**src/core/octal_drv_pkg.sv**
```systemverilog
// Constants shared by the octal driver serial control core.
// Assumes a 250 MHz core clock sampling all serial pins.
package octal_drv_pkg;
   localparam int          CHANNELS      = 8;
   localparam logic [7:0]  LATCH_RESET   = 8'hFF;
   localparam logic [7:0]  SHIFT_RESET   = 8'h00;
   localparam logic [2:0]  SYNC_RESET    = 3'h0;
   localparam logic [2:0]  SYNC_SEL_RST  = 3'h7;
   localparam int          CLK_MHZ       = 250;
   localparam int          SCLK_MAX_KHZ  = 3000;
   localparam int          SCLK_MIN_CYC  = (CLK_MHZ * 1000) / SCLK_MAX_KHZ;
   localparam logic [3:0]  BIT_COUNT_MAX = 4'h8;
   typedef enum logic [2:0] {
      ST_IDLE  = 3'b001,
      ST_SHIFT = 3'b010,
      ST_DONE  = 3'b100
   } frame_state_t;
endpackage

```
**src/core/pin_sync3.sv**
```systemverilog
// Three-stage synchroniser for one asynchronous pin.
// Assumes a single core clock; reports a change once stages two and three agree.
`timescale 1ns/1ps
`default_nettype none
module pin_sync3 #(
   parameter logic RST_VAL = 1'b0
) (
   input  wire logic CLOCK,
   input  wire logic RESET_N,
   input  wire logic pin_in,
   output logic      level,
   output logic      rise,
   output logic      fall
);
   logic [2:0] sync_r;
   logic       level_r;
   wire        agree = (sync_r[1] == sync_r[2]);

   always_ff @(posedge CLOCK) begin
      if (!RESET_N) begin
         sync_r  <= {3{RST_VAL}};
         level_r <= RST_VAL;
      end else begin
         sync_r  <= {sync_r[1:0], pin_in};
         if (agree) begin
            level_r <= sync_r[2];
         end
      end
   end

   assign level = level_r;
   assign rise  = agree && sync_r[2] && !level_r;
   assign fall  = agree && !sync_r[2] && level_r;
endmodule
`default_nettype wire

```
**src/core/octal_drv_serial.sv**
```systemverilog
// Serial control and diagnostic core of an eight-channel low-side driver.
// Assumes a fast core clock; the serial pins arrive asynchronously.
`timescale 1ns/1ps
`default_nettype none
module octal_drv_serial
   import octal_drv_pkg::*;
(
   input  wire logic       CLOCK,
   input  wire logic       RESET_N,
   input  wire logic       UNDERVOLT,
   input  wire logic       SELECT_N,
   input  wire logic       SCLK,
   input  wire logic       SDI,
   output logic            SDO,
   output logic            SDO_OE_N,
   input  wire logic       FAULT_SHUTDOWN_MODE,
   input  wire logic [7:0] OVERCURRENT,
   input  wire logic [7:0] OVERTEMP,
   input  wire logic [7:0] OPEN_LOAD,
   output logic [7:0]      DRIVE_ON,
   output logic [7:0]      CURRENT_LIMIT,
   output logic [7:0]      FAULT_FLAGS,
   output logic            FRAME_DONE
);
   logic         sel_lvl;
   logic         sel_rise;
   logic         sel_fall;
   logic         clk_rise;
   logic         clk_fall;
   logic         sdi_lvl;
   logic [2:0]   uv_sync_r;
   logic [7:0]   shift_r;
   logic [7:0]   shift_nxt;
   logic [7:0]   latch_r;
   logic [7:0]   latch_nxt;
   logic [7:0]   trip_r;
   logic [7:0]   trip_nxt;
   logic         sdo_r;
   logic [3:0]   count_r;
   logic [3:0]   count_nxt;
   logic         done_r;
   frame_state_t state_r;
   frame_state_t state_nxt;

   pin_sync3 #(.RST_VAL(1'b1)) u_sel (
      .CLOCK   (CLOCK),
      .RESET_N (RESET_N),
      .pin_in  (SELECT_N),
      .level   (sel_lvl),
      .rise    (sel_rise),
      .fall    (sel_fall)
   );

   pin_sync3 #(.RST_VAL(1'b0)) u_clk (
      .CLOCK   (CLOCK),
      .RESET_N (RESET_N),
      .pin_in  (SCLK),
      .level   (),
      .rise    (clk_rise),
      .fall    (clk_fall)
   );

   pin_sync3 #(.RST_VAL(1'b0)) u_sdi (
      .CLOCK   (CLOCK),
      .RESET_N (RESET_N),
      .pin_in  (SDI),
      .level   (sdi_lvl),
      .rise    (),
      .fall    ()
   );

   // Undervoltage arrives asynchronously; the last two stages must both be high
   always_ff @(posedge CLOCK) begin
      if (!RESET_N) begin
         uv_sync_r <= SYNC_RESET;
      end else begin
         uv_sync_r <= {uv_sync_r[1:0], UNDERVOLT};
      end
   end

   wire dev_reset = !RESET_N || (uv_sync_r[1] && uv_sync_r[2]);

   wire active    = !sel_lvl;
   wire cap_edge  = active && clk_fall && !sel_fall;
   wire out_edge  = active && clk_rise && !sel_fall;

   genvar g;
   logic [7:0] status_bits;
   logic [7:0] fault_now;
   generate
      for (g = 0; g < CHANNELS; g++) begin : g_chan
         wire open_det = latch_r[g] && OPEN_LOAD[g];
         wire hot      = OVERTEMP[g];
         wire on_cmd   = !latch_r[g];
         assign fault_now[g]   = open_det || hot || trip_r[g] ||
                                 (on_cmd && OVERCURRENT[g]);
         assign status_bits[g] = latch_r[g] ^ fault_now[g];
         // latched trip off
         // New trip wins over a clear in the same cycle
         assign trip_nxt[g]    = (trip_r[g] && !sel_rise) ||
                                 (!FAULT_SHUTDOWN_MODE && on_cmd && OVERCURRENT[g]);
         assign CURRENT_LIMIT[g] = FAULT_SHUTDOWN_MODE && on_cmd && OVERCURRENT[g];
         assign DRIVE_ON[g]      = on_cmd && !trip_r[g] && !hot;
      end
   endgenerate

   assign shift_nxt = sel_fall ? status_bits :
                      cap_edge ? {shift_r[6:0], sdi_lvl} : shift_r;

   assign latch_nxt = sel_rise ? shift_r : latch_r;

   assign count_nxt = sel_fall ? 4'h0 :
                      (cap_edge && count_r != BIT_COUNT_MAX) ? count_r + 4'h1 : count_r;

   always_comb begin
      state_nxt = state_r;
      case (state_r)
         ST_IDLE: begin
            if (sel_fall) begin
               state_nxt = ST_SHIFT;
            end
         end
         ST_SHIFT: begin
            if (sel_rise) begin
               state_nxt = ST_IDLE;
            end else if (count_nxt == BIT_COUNT_MAX) begin
               state_nxt = ST_DONE;
            end
         end
         ST_DONE: begin
            if (sel_rise) begin
               state_nxt = ST_IDLE;
            end
         end
         default: begin
            state_nxt = ST_IDLE;
         end
      endcase
   end

   always_ff @(posedge CLOCK) begin
      if (dev_reset) begin
         latch_r <= LATCH_RESET;
         trip_r  <= SHIFT_RESET;
         done_r  <= 1'b0;
      end else begin
         latch_r <= latch_nxt;
         trip_r  <= trip_nxt;
         done_r  <= sel_rise && (state_r == ST_DONE);
      end
   end

   // Shift register is kept out of reset on purpose; the output pin flop sdo_r still resets to 0
   always_ff @(posedge CLOCK) begin
      shift_r <= shift_nxt;
   end

   always_ff @(posedge CLOCK) begin
      if (!RESET_N) begin
         count_r <= 4'h0;
         state_r <= ST_IDLE;
         sdo_r   <= 1'b0;
      end else begin
         count_r <= count_nxt;
         state_r <= state_nxt;
         if (sel_fall) begin
            sdo_r <= status_bits[7];
         end else if (out_edge) begin
            sdo_r <= shift_r[7];
         end
      end
   end

   assign SDO         = sdo_r;
   assign SDO_OE_N    = sel_lvl;
   assign FAULT_FLAGS = fault_now;
   assign FRAME_DONE  = done_r;
endmodule
`default_nettype wire

```
**config.mk**
```make
export PLATFORM = sky130hd
export DESIGN_NAME = octal_drv_serial
export DESIGN_NICKNAME = d
export VERILOG_FILES = /design/src/core/octal_drv_pkg.sv /design/src/core/pin_sync3.sv /design/src/core/octal_drv_serial.sv
export SDC_FILE = /design/constraint.sdc
export NUM_CORES = 1
export LEC_CHECK = 0
export ABC_CLOCK_PERIOD_IN_PS = 1600
export BUFFER_PORTS_ARGS = -buffer_cell sky130_fd_sc_hd__buf_2
export CAP_MARGIN = 10
export CORE_AREA = 2 2 73 75
export CTS_CLUSTER_DIAMETER = 120
export DETAILED_ROUTE_END_ITERATION = 10
export DIE_AREA = 0 0 75 77
export GPL_TIMING_DRIVEN = 0
export PLACE_DENSITY_LB_ADDON = 0.3
export SETUP_SLACK_MARGIN = 0.02
export SYNTH_ARGS = -nofsm -noshare
export SYNTH_HDL_FRONTEND = slang
export SYNTH_SLANG_ARGS = --single-unit
```
**constraint.sdc**
```tcl
create_clock -name CLOCK -period 1.6 [get_ports CLOCK]
set_input_delay 0.08 -clock CLOCK [delete_from_list [all_inputs] [get_ports CLOCK]]
set_output_delay 0.08 -clock CLOCK [all_outputs]
set_load 0.02 [all_outputs]
```
---- Word level (Yosys, flattened, before mapping) ----
Cells that the tools add are included.
storage, ports and cells
  bits in registers ....................... 48
  output and inout bits ................... 27
  logic and storage cells ................. 200
cells by class
  add/subtract/negate cells ............... 1
  equal/unequal tests ..................... 11
  multiplexer cells ....................... 11
  bitwise operators ....................... 8
  reduce and logical (&&, ||, !) cells .... 155
operators by type and width
  cell                   number
  $logic_and A1 B1 Y1    87
  $logic_or A1 B1 Y1     33
  $logic_not A1 Y1       32
  $mux W8                2
  $mux W3                4
  $pmux W3 S3            1
  $mux W4                2
  $xor A1 B1 Y1          8
  $add A4 B1 Y4 const B  1
  $eq A4 B4 Y1 const B   1
  $ne A2 B2 Y1 const B   2
  $ne A4 B4 Y1 const B   1
  $reduce_bool A2 Y1     2
  $eq A1 B1 Y1           3
  $eq A3 B1 Y1 const B   1
  $eq A3 B2 Y1 const B   1
  $eq A3 B3 Y1 const B   1
  $ne A3 B3 Y1 const B   1
  $reduce_and A3 Y1      1
  $mux W1                2

---- Longest topological paths before layout ----
Gate-level depths: netlist (run 1).
  depth in word-level cells ............... 12
  mapped depth ............................ 7

---- Hierarchy ----
Synthesis (run 1) repeated with hierarchy kept, for this count alone.
unflattened totals
  cells, all modules ...................... 262
  area, all modules ....................... 2312.2 um^2
modules (own cells, without submodules)
  module                 times used  cells each  area an instance (um^2)
  octal_drv_serial       1           217         1834.3
  pin_sync3 (u_clk ...)  2           15          160.2
  pin_sync3 (u_sel)      1           15          157.7

---- Worst setup path after synthesis (run 1) ----
OpenSTA, ideal clock, no wires.
  path type ............................... reg-to-reg
  from .................................... register u_clk.sync_r[1]
  to ...................................... register state_r[1]
  setup time .............................. 0.131 ns
  arrival time ............................ 1.397 ns
  data required time ...................... 1.469 ns
  path slack .............................. 0.072 ns
  cell stages (with the launch flop) ...... 7
  buffers on the path ..................... 0
  path through ............................ dfxtp_1 > inv_1 > ha_1 > and3b_1 > a211o_1 > a221oi_1 > a211oi_1
on the way
  cells in the longest elaborated chain, start to end .. 11
RTL lines
  item                                line                     source
  from (decl)                         pin_sync3.sv:15          logic [2:0] sync_r;
  from (signal assigned)              pin_sync3.sv:21          sync_r <= {3{RST_VAL}};
  from (signal assigned)              pin_sync3.sv:24          sync_r <= {sync_r[1:0], pin_in};
  $eq A1 B1 Y1                        pin_sync3.sv:17          wire agree = (sync_r[1] == sync_r[2]);
  $logic_and A1 B1 Y1 (2 in a row)    pin_sync3.sv:33          assign fall = agree && !sync_r[2] && level_r;
  $logic_and A1 B1 Y1 (2 in a row)    octal_drv_serial.sv:84   wire cap_edge = active && clk_fall && !sel_fall;
  $logic_and A1 B1 Y1                 octal_drv_serial.sv:113  (cap_edge && count_r != BIT_COUNT_MAX) ? count_r + 4'h1 : count_r;
  $mux W4                             octal_drv_serial.sv:113
  $mux W4                             octal_drv_serial.sv:112  assign count_nxt = sel_fall ? 4'h0 :
  $eq A4 B4 Y1                        octal_drv_serial.sv:126  end else if (count_nxt == BIT_COUNT_MAX) begin
  $ne A3 B3 Y1 (no source line)       n/a
  $reduce_and A3 Y1 (no source line)  n/a
  to (signal assigned)                octal_drv_serial.sv:165  state_r <= state_nxt;
  to (decl)                           octal_drv_serial.sv:42   frame_state_t state_r;
Every way passes these cells.
A chain may end at the register's enable or synchronous reset.

---- Worst setup path after layout (run 1) ----
  from .................................... register count_r[0]
  to ...................................... register state_r[1]
on the way
  cells in the longest elaborated chain, start to end .. 7
  elaborated cells on any way between the ends .. 8
  those cells by class .................... add/sub: 1; eq/ne: 3; mux: 2; reduce/logical: 2
RTL lines
  item                                                   line                     source
  from (decl)                                            octal_drv_serial.sv:39   logic [3:0] count_r;
  from (signal assigned)                                 octal_drv_serial.sv:164  count_r <= count_nxt;
  branches (longest 2 deep; another with $add A4 B1 Y4)  n/a
  $mux W4 (*)                                            octal_drv_serial.sv:113
  $mux W4 (*)                                            octal_drv_serial.sv:112
  $eq A4 B4 Y1 (*)                                       octal_drv_serial.sv:126
  $ne A3 B3 Y1 (no source line) (*)                      n/a
  $reduce_and A3 Y1 (no source line) (*)                 n/a
Every way passes the cells marked *.

==> results.json, run 1 <==
{
  "drt-initial-drc-count": 80,
  "synth_common_cells": "45 x nand2_1, 40 x dfxtp_1, 40 x nor2_1, 19 x nand3_1, 14 x nand2b_1",
  "nNetsFinal": 377,
  "synth.most_common_cell": "nand2_1",
  "worstSkewPairLatency_ps": 300,
  "stdcell_count": 411,
  "grt_pass1_wl_um": 8350,
  "netlist_instances": 270,
  "cp_max_fo": 5,
  "reg2reg_depth": 6,
  "cts_made_buffers": 5,
  "synth-seq-cells": 48,
  "start_kind": "register",
  "overflow": 0,
  "path_clk_slew_ps": 80,
  "antennaDiodeCount": 0,
  "outcome": "finished clean",
  "io_buffer_count": 55,
  "cts_root_buf": "clkbuf_8",
  "worst_slew_pin_slew_ps": 709,
  "yosysSeqAreaShare_pct": 46.5,
  "ant_nets": 0,
  "grt_max_degree": 15,
  "setup_viol": 0,
  "synth_nets": 307,
  "wl_um": 5200,
  "place_inst": 395,
  "p_leak_nw": 1.25,
  "yosys.area.top_type": "dfxtp_1",
  "start_util_pct": 45.0,
  "synthTopCellsByArea": "dfxtp_1 36%, edfxtp_1 11%, nand2_1 7.5%",
  "timing.final.hold_violations": 0,
  "die_w_um": 75,
  "antenna_found_initial": 0,
  "drcViolationCount": 0,
  "gp_congestion": 0.848,
  "cts_tree": "done",
  "track_usage_pct": 18.6,
  "h-tree-depth": 2,
  "finalCriticalPeriod_ps": 1550,
  "ir_drop_v": 0.000544,
  "synth-edff-count": 8,
  "crit_end": "state_r[1]",
  "synth_top_area_share_pct": 35.8,
  "yosysWarnings": 0,
  "drv_slew": 0,
  "crit_start": "count_r[0]",
  "synth_flop_cell": "dfxtp_1",
  "drive_gt1_share_pct": 27.3,
  "slew_headroom_pct": 52.8,
  "async_flop_share_pct": 0,
  "synth_cell_types": 35,
  "cp.arrival_ps": 1740,
  "cts_buffer_depth": 2,
  "die-area_um2": 5780,
  "post_drt_wl_per_cell_um": 12.6,
  "firstDrtPassIters": 4,
  "rsz0062_at_grt": "true",
  "power_mw": 2.25,
  "netlist_area_um2": 2240,
  "vias": 2098,
  "design.core.area_um2": 4980,
  "ios": 58,
  "synth_area_per_cell_um2": 8.29,
  "die_height_um": 77,
  "timing_worst_setup_path_type": "reg -> reg",
  "max_freq_ghz": 0.645,
  "cp.required_ps": 1790,
  "fin_worst_skew_ps": 6.11,
  "worst_r2r_endpoint": "state_r[1]",
  "rows": 26,
  "r2r_start": "count_r[0]",
  "power_density_nw_per_um2": 798,
  "min_path_type": "in -> reg",
  "reg2reg_slack_ps": 50,
  "via_per_inst": 5.10,
  "period_share_pct": 96.9,
  "cap_violations": 0,
  "cts.sink_count": 48,
  "hpwl_um": 3660,
  "endpoint_kind": "register",
  "grt_pass1_vias": 1885,
  "area_delta_synth_final_pct": 25.8
}
cell type report:
type | instances | area, µm²
fill | 454 | 2160
multi-input combinational | 205 | 1180
sequential | 48 | 1050
timing repair buffer | 64 | 353
tap | 70 | 87.6
clock buffer | 7 | 76.3
inverter | 9 | 33.8
buffer | 7 | 32.5
clock inverter | 1 | 5.00
worst max-delay path, cell delays in order, from the launching register on:
cell and delay [ps]:
dfxtp_2 350, inv_2 70, ha_2 170, nand3b_1 120, a211o_1 350, a221oi_2 270, a211oi_1 90
registers in the layout, indices dropped and copies added, names as in the netlist:
register,flops
u_clk.level,1
shift_r,8
latch_r,8
u_sel.level,1
trip_r,8
u_clk.sync_r,3
u_sdi.sync_r,3
SDO,1
uv_sync_r,3
u_sel.sync_r,3
state_r,3
FRAME_DONE,1
u_sdi.level,1
count_r,4
where the power goes:
group / internal (mW) / switching (mW) / total, mW
Sequential: 1.25 / 0.0292 / 1.28
Combinational: 0.114 / 0.156 / 0.270
Clock: 0.307 / 0.389 / 0.696
Total: 1.68 / 0.573 / 2.25
cell usage in the layout, fill, tap and decap left out, types with 5 or more instances in the layout:
master	Yosys	routed
o21ai_0	11	10
o41ai_1	7	7
and2_1	11	9
inv_1	9	6
nand2b_1	14	13
dfxtp_1	40	35
nand3_1	19	19
nor2_1	40	40
edfxtp_1	8	8
buf_2	3	59
nand2_1	45	43
buf_4	0	5
clkbuf_8	0	5
a21oi_1	12	12
nor3_1	9	9
o31ai_1	7	7
dfxtp_2	0	5
worst min-delay path by stage:
| stage | from | endpoint | slack, ps | depth (start not counted) |
|---|---|---|---|---|
| after floorplan | SELECT_N | u_sel.sync_r[0] | 180 | 1 |
| after global placement | SELECT_N | u_sel.sync_r[0] | 260 | 2 |
| after detailed placement | SELECT_N | u_sel.sync_r[0] | 270 | 2 |
| after CTS | RESET_N | u_sel.sync_r[1] | 40 | 2 |
| after global routing | RESET_N | u_sel.sync_r[1] | 50 | 2 |
| final | RESET_N | u_sel.sync_r[0] | 50 | 2 |
metrics by stage:
stage / TNS (ps) / hold WS (ps) / area (µm²) / setup WS [ps] / utilization [%]
finish: 0 / 48.1 / 2820 / 49.6 / 56.6
global route: -19.1 / 51.1 / 2820 / -16.8 / 56.6
CTS: 0 / 42.3 / 2760 / 38.4 / 55.5
detailed placement: -2050 / 274 / 2600 / -250 / 52.3
global placement: -1950 / 263 / 2600 / -241 / 52.3
floorplan: 0 / 181 / 2240 / 71.7 / -
cells by family after synthesis:
logic type / after synthesis / share of synthesized area [%]
multiplexers: 2 / 0.894
flip-flops: 48 / 46.5
adder cells (fa/ha/maj): 6 / 3.35
AO/OA/AOI/OAI: 47 / 14.4
buffers and inverters: 17 / 3.02
AND/OR/NAND/NOR: 148 / 31.0
XOR/XNOR: 2 / 0.783
per-layer routing:
metal  wire [µm]  vias up  share of wire (%)  GRT usage, %
met2        2590       43                 50          31.5
met1        2330      964                 45          22.3
met3         178       10                3.4          3.29
met5           0        -                  0             0
met4         103        0                2.0          8.57
li1            -     1081                  -             -
timing repair:
action / CTS / global route
gates cloned: 0 / 0
pin swaps: 4 / 5
hold buffers: 4 / 0
setup endpoints to repair: 11 / 21
resized for setup: 9 / 16
buffers inserted: 2 / 3
hold endpoints to repair: 4 / 0
No activity file was read; power rests on OpenSTA's default activity.
==> run 2, diff against run 1 <==
--- a/config.mk
+++ b/config.mk
@@ -15,4 +15,4 @@
 export GPL_TIMING_DRIVEN = 0
-export PLACE_DENSITY_LB_ADDON = 0.3
-export SETUP_SLACK_MARGIN = 0.02
+export PLACE_DENSITY = 0.77
+export SETUP_SLACK_MARGIN = 0.4
 export SYNTH_ARGS = -nofsm -noshare
--- a/constraint.sdc
+++ b/constraint.sdc
@@ -3,2 +3,2 @@
 set_output_delay 0.08 -clock CLOCK [all_outputs]
-set_load 0.02 [all_outputs]
+set_load 0.1 [all_outputs]
==> run 2 against run 1 <==
Worst setup slack got worse by 40 ps. Maximum frequency fell by 2.5%. Final area rose by 54%. Total power rose by 24%. Utilization rose by 30 points. Clock power rose by 3.3%. Largest power group unchanged. Die area did not move. First-iteration DRC count rose by 76%. Wire length rose by 90%. Clock skew rose by 8.5 ps. Combinational power rose to 2.9 times the previous value.
==> results.json, run 2 (same netlist as run 1, synthesis figures left out) <==
{
  "ant_nets": 0,
  "hold_depth": 2,
  "grt_pass1_wl_um": 11200,
  "timing.final.hold_violations": 0,
  "drt-initial-drc-count": 141,
  "rows": 26,
  "firstDrtPassIters": 5,
  "worstSkewPairLatency_ps": 310,
  "start_util_pct": 45.0,
  "final_common_cell": "buf_2",
  "via_per_inst": 6.05,
  "die_w_um": 75,
  "worst_r2r_endpoint": "state_r[1]",
  "finalCriticalPeriod_ps": 1590,
  "grt_max_degree": 14,
  "area_delta_synth_final_pct": 93.5,
  "slew_headroom_pct": 55.2,
  "outcome": "finished clean",
  "antennaDiodeCount": 0,
  "power_density_nw_per_um2": 644,
  "drv_slew": 0,
  "io_buffer_count": 55,
  "cts_buffer_depth": 2,
  "antenna_found_initial": 0,
  "cp.required_ps": 1780,
  "reg2reg_depth": 6,
  "min_to": "u_sel.sync_r[1]",
  "die_height_um": 77,
  "drcViolationCount": 0,
  "drive_gt1_share_pct": 65.6,
  "hp-start": "RESET_N",
  "path_clk_slew_ps": 80,
  "vias": 2675,
  "fin_hold_ws_ps": 55.9,
  "start_kind": "register",
  "cts_tree": "done",
  "power_mw": 2.79,
  "timing_worst_setup_path_type": "reg -> reg",
  "worst_slew_pin_slew_ps": 672,
  "overflow": 0,
  "reg2reg_slack_ps": 10,
  "stdcell_count": 442,
  "wl_um": 9890,
  "r2r_start": "count_r[1]",
  "final_cell_mix": "30 x buf_2, 23 x nor2_1, 22 x nand2_1",
  "cts_made_buffers": 5,
  "place_ws_ps": -69.3,
  "endpoint_kind": "register",
  "setup_viol": 0,
  "gp_congestion": 0.798,
  "nNetsFinal": 408,
  "fin_worst_skew_ps": 14.7,
  "die-area_um2": 5780,
  "p_leak_nw": 1.78,
  "min_path_type": "in -> reg",
  "track_usage_pct": 24.9,
  "fillers": 212,
  "post_drt_wl_per_cell_um": 22.4,
  "design.core.area_um2": 4980,
  "hpwl_um": 3880,
  "cts_root_buf": "clkbuf_8",
  "cp.arrival_ps": 1770,
  "h-tree-depth": 2,
  "ir_drop_v": 0.000815,
  "top_regs": "latch_r (8), shift_r (8), trip_r (8)",
  "cap_violations": 0,
  "max_freq_ghz": 0.629,
  "grt_pass1_vias": 2453,
  "period_share_pct": 99.4,
  "ios": 58,
  "cts.sink_count": 48,
  "rsz0062_at_grt": "true",
  "fin_ws_ps": 9.94,
  "cp_max_fo": 5,
  "place_inst": 395
}
-- run 2: through the flow --
stage | instance area [µm²] | setup TNS (ps) | util, %
2_1_floorplan | 2540 | -210 | -
4_1_cts | 3820 | 0 | 76.7
6_report | 4330 | 0 | 87.0
3_3_place_gp | 2900 | -16.8 | 58.3
5_1_grt | 4330 | -74.6 | 87.0
3_5_place_dp | 2900 | -69.3 | 58.3
-- run 2: critical path, cell delays in order (launching register included) --
cell,delay (ps)
dfxtp_4,370
inv_2,70
ha_4,120
nand3b_1,130
a211o_1,350
a221oi_2,320
a211oi_1,120
-- run 2: final cells by class --
cell class                      count  area (µm²)  area share, %
Inverter                            9        45.0           1.04
Sequential cell                    48        1100           25.4
Buffer                              8         103           2.37
Clock inverter                      1        3.75         0.0867
Timing Repair Buffer               94        1020           23.5
Tap cell                           70        87.6           2.02
Multi-Input combinational cell    205        1900           43.8
Clock buffer                        7        76.3           1.76
-- run 2: what timing repair did --
item,4_1_cts,5_1_grt
gates resized for setup,165,110
endpoints found under the hold margin,4,0
pin swaps,14,31
setup buffers,21,12
cloned,1,1
hold buffers,4,0
endpoints found under the setup margin,59,63
-- run 2: how the worst max path moves through the flow --
stage               startpoint          to  slack, ps
2_1_floorplan       latch_r[7]  shift_r[7]       -130
3_3_place_gp   u_clk.sync_r[1]  state_r[1]        -20
3_5_place_dp   u_clk.sync_r[1]  state_r[1]        -70
4_1_cts        u_clk.sync_r[1]  state_r[1]         40
5_1_grt             count_r[1]  state_r[1]        -60
6_report            count_r[1]  state_r[1]         10
-- run 2: where the power goes --
part           internal (mW)  switching, mW  total, mW  leakage [nW]
combinational          0.305          0.471      0.775          1.34
clock                  0.306          0.413      0.719        0.0399
sequential              1.24         0.0486       1.29         0.403
total                   1.85          0.933       2.79          1.78
-- run 2: per-layer routing --
layer	global-route usage [%]	part of all wire (%)	up-vias	wire length [µm]
li1	-	-	1151	-
met1	29.4	35	1294	3470
met2	44.9	52	175	5180
met3	3.81	6.9	55	687
met4	7.32	5.6	0	553
met5	0	0	-	0
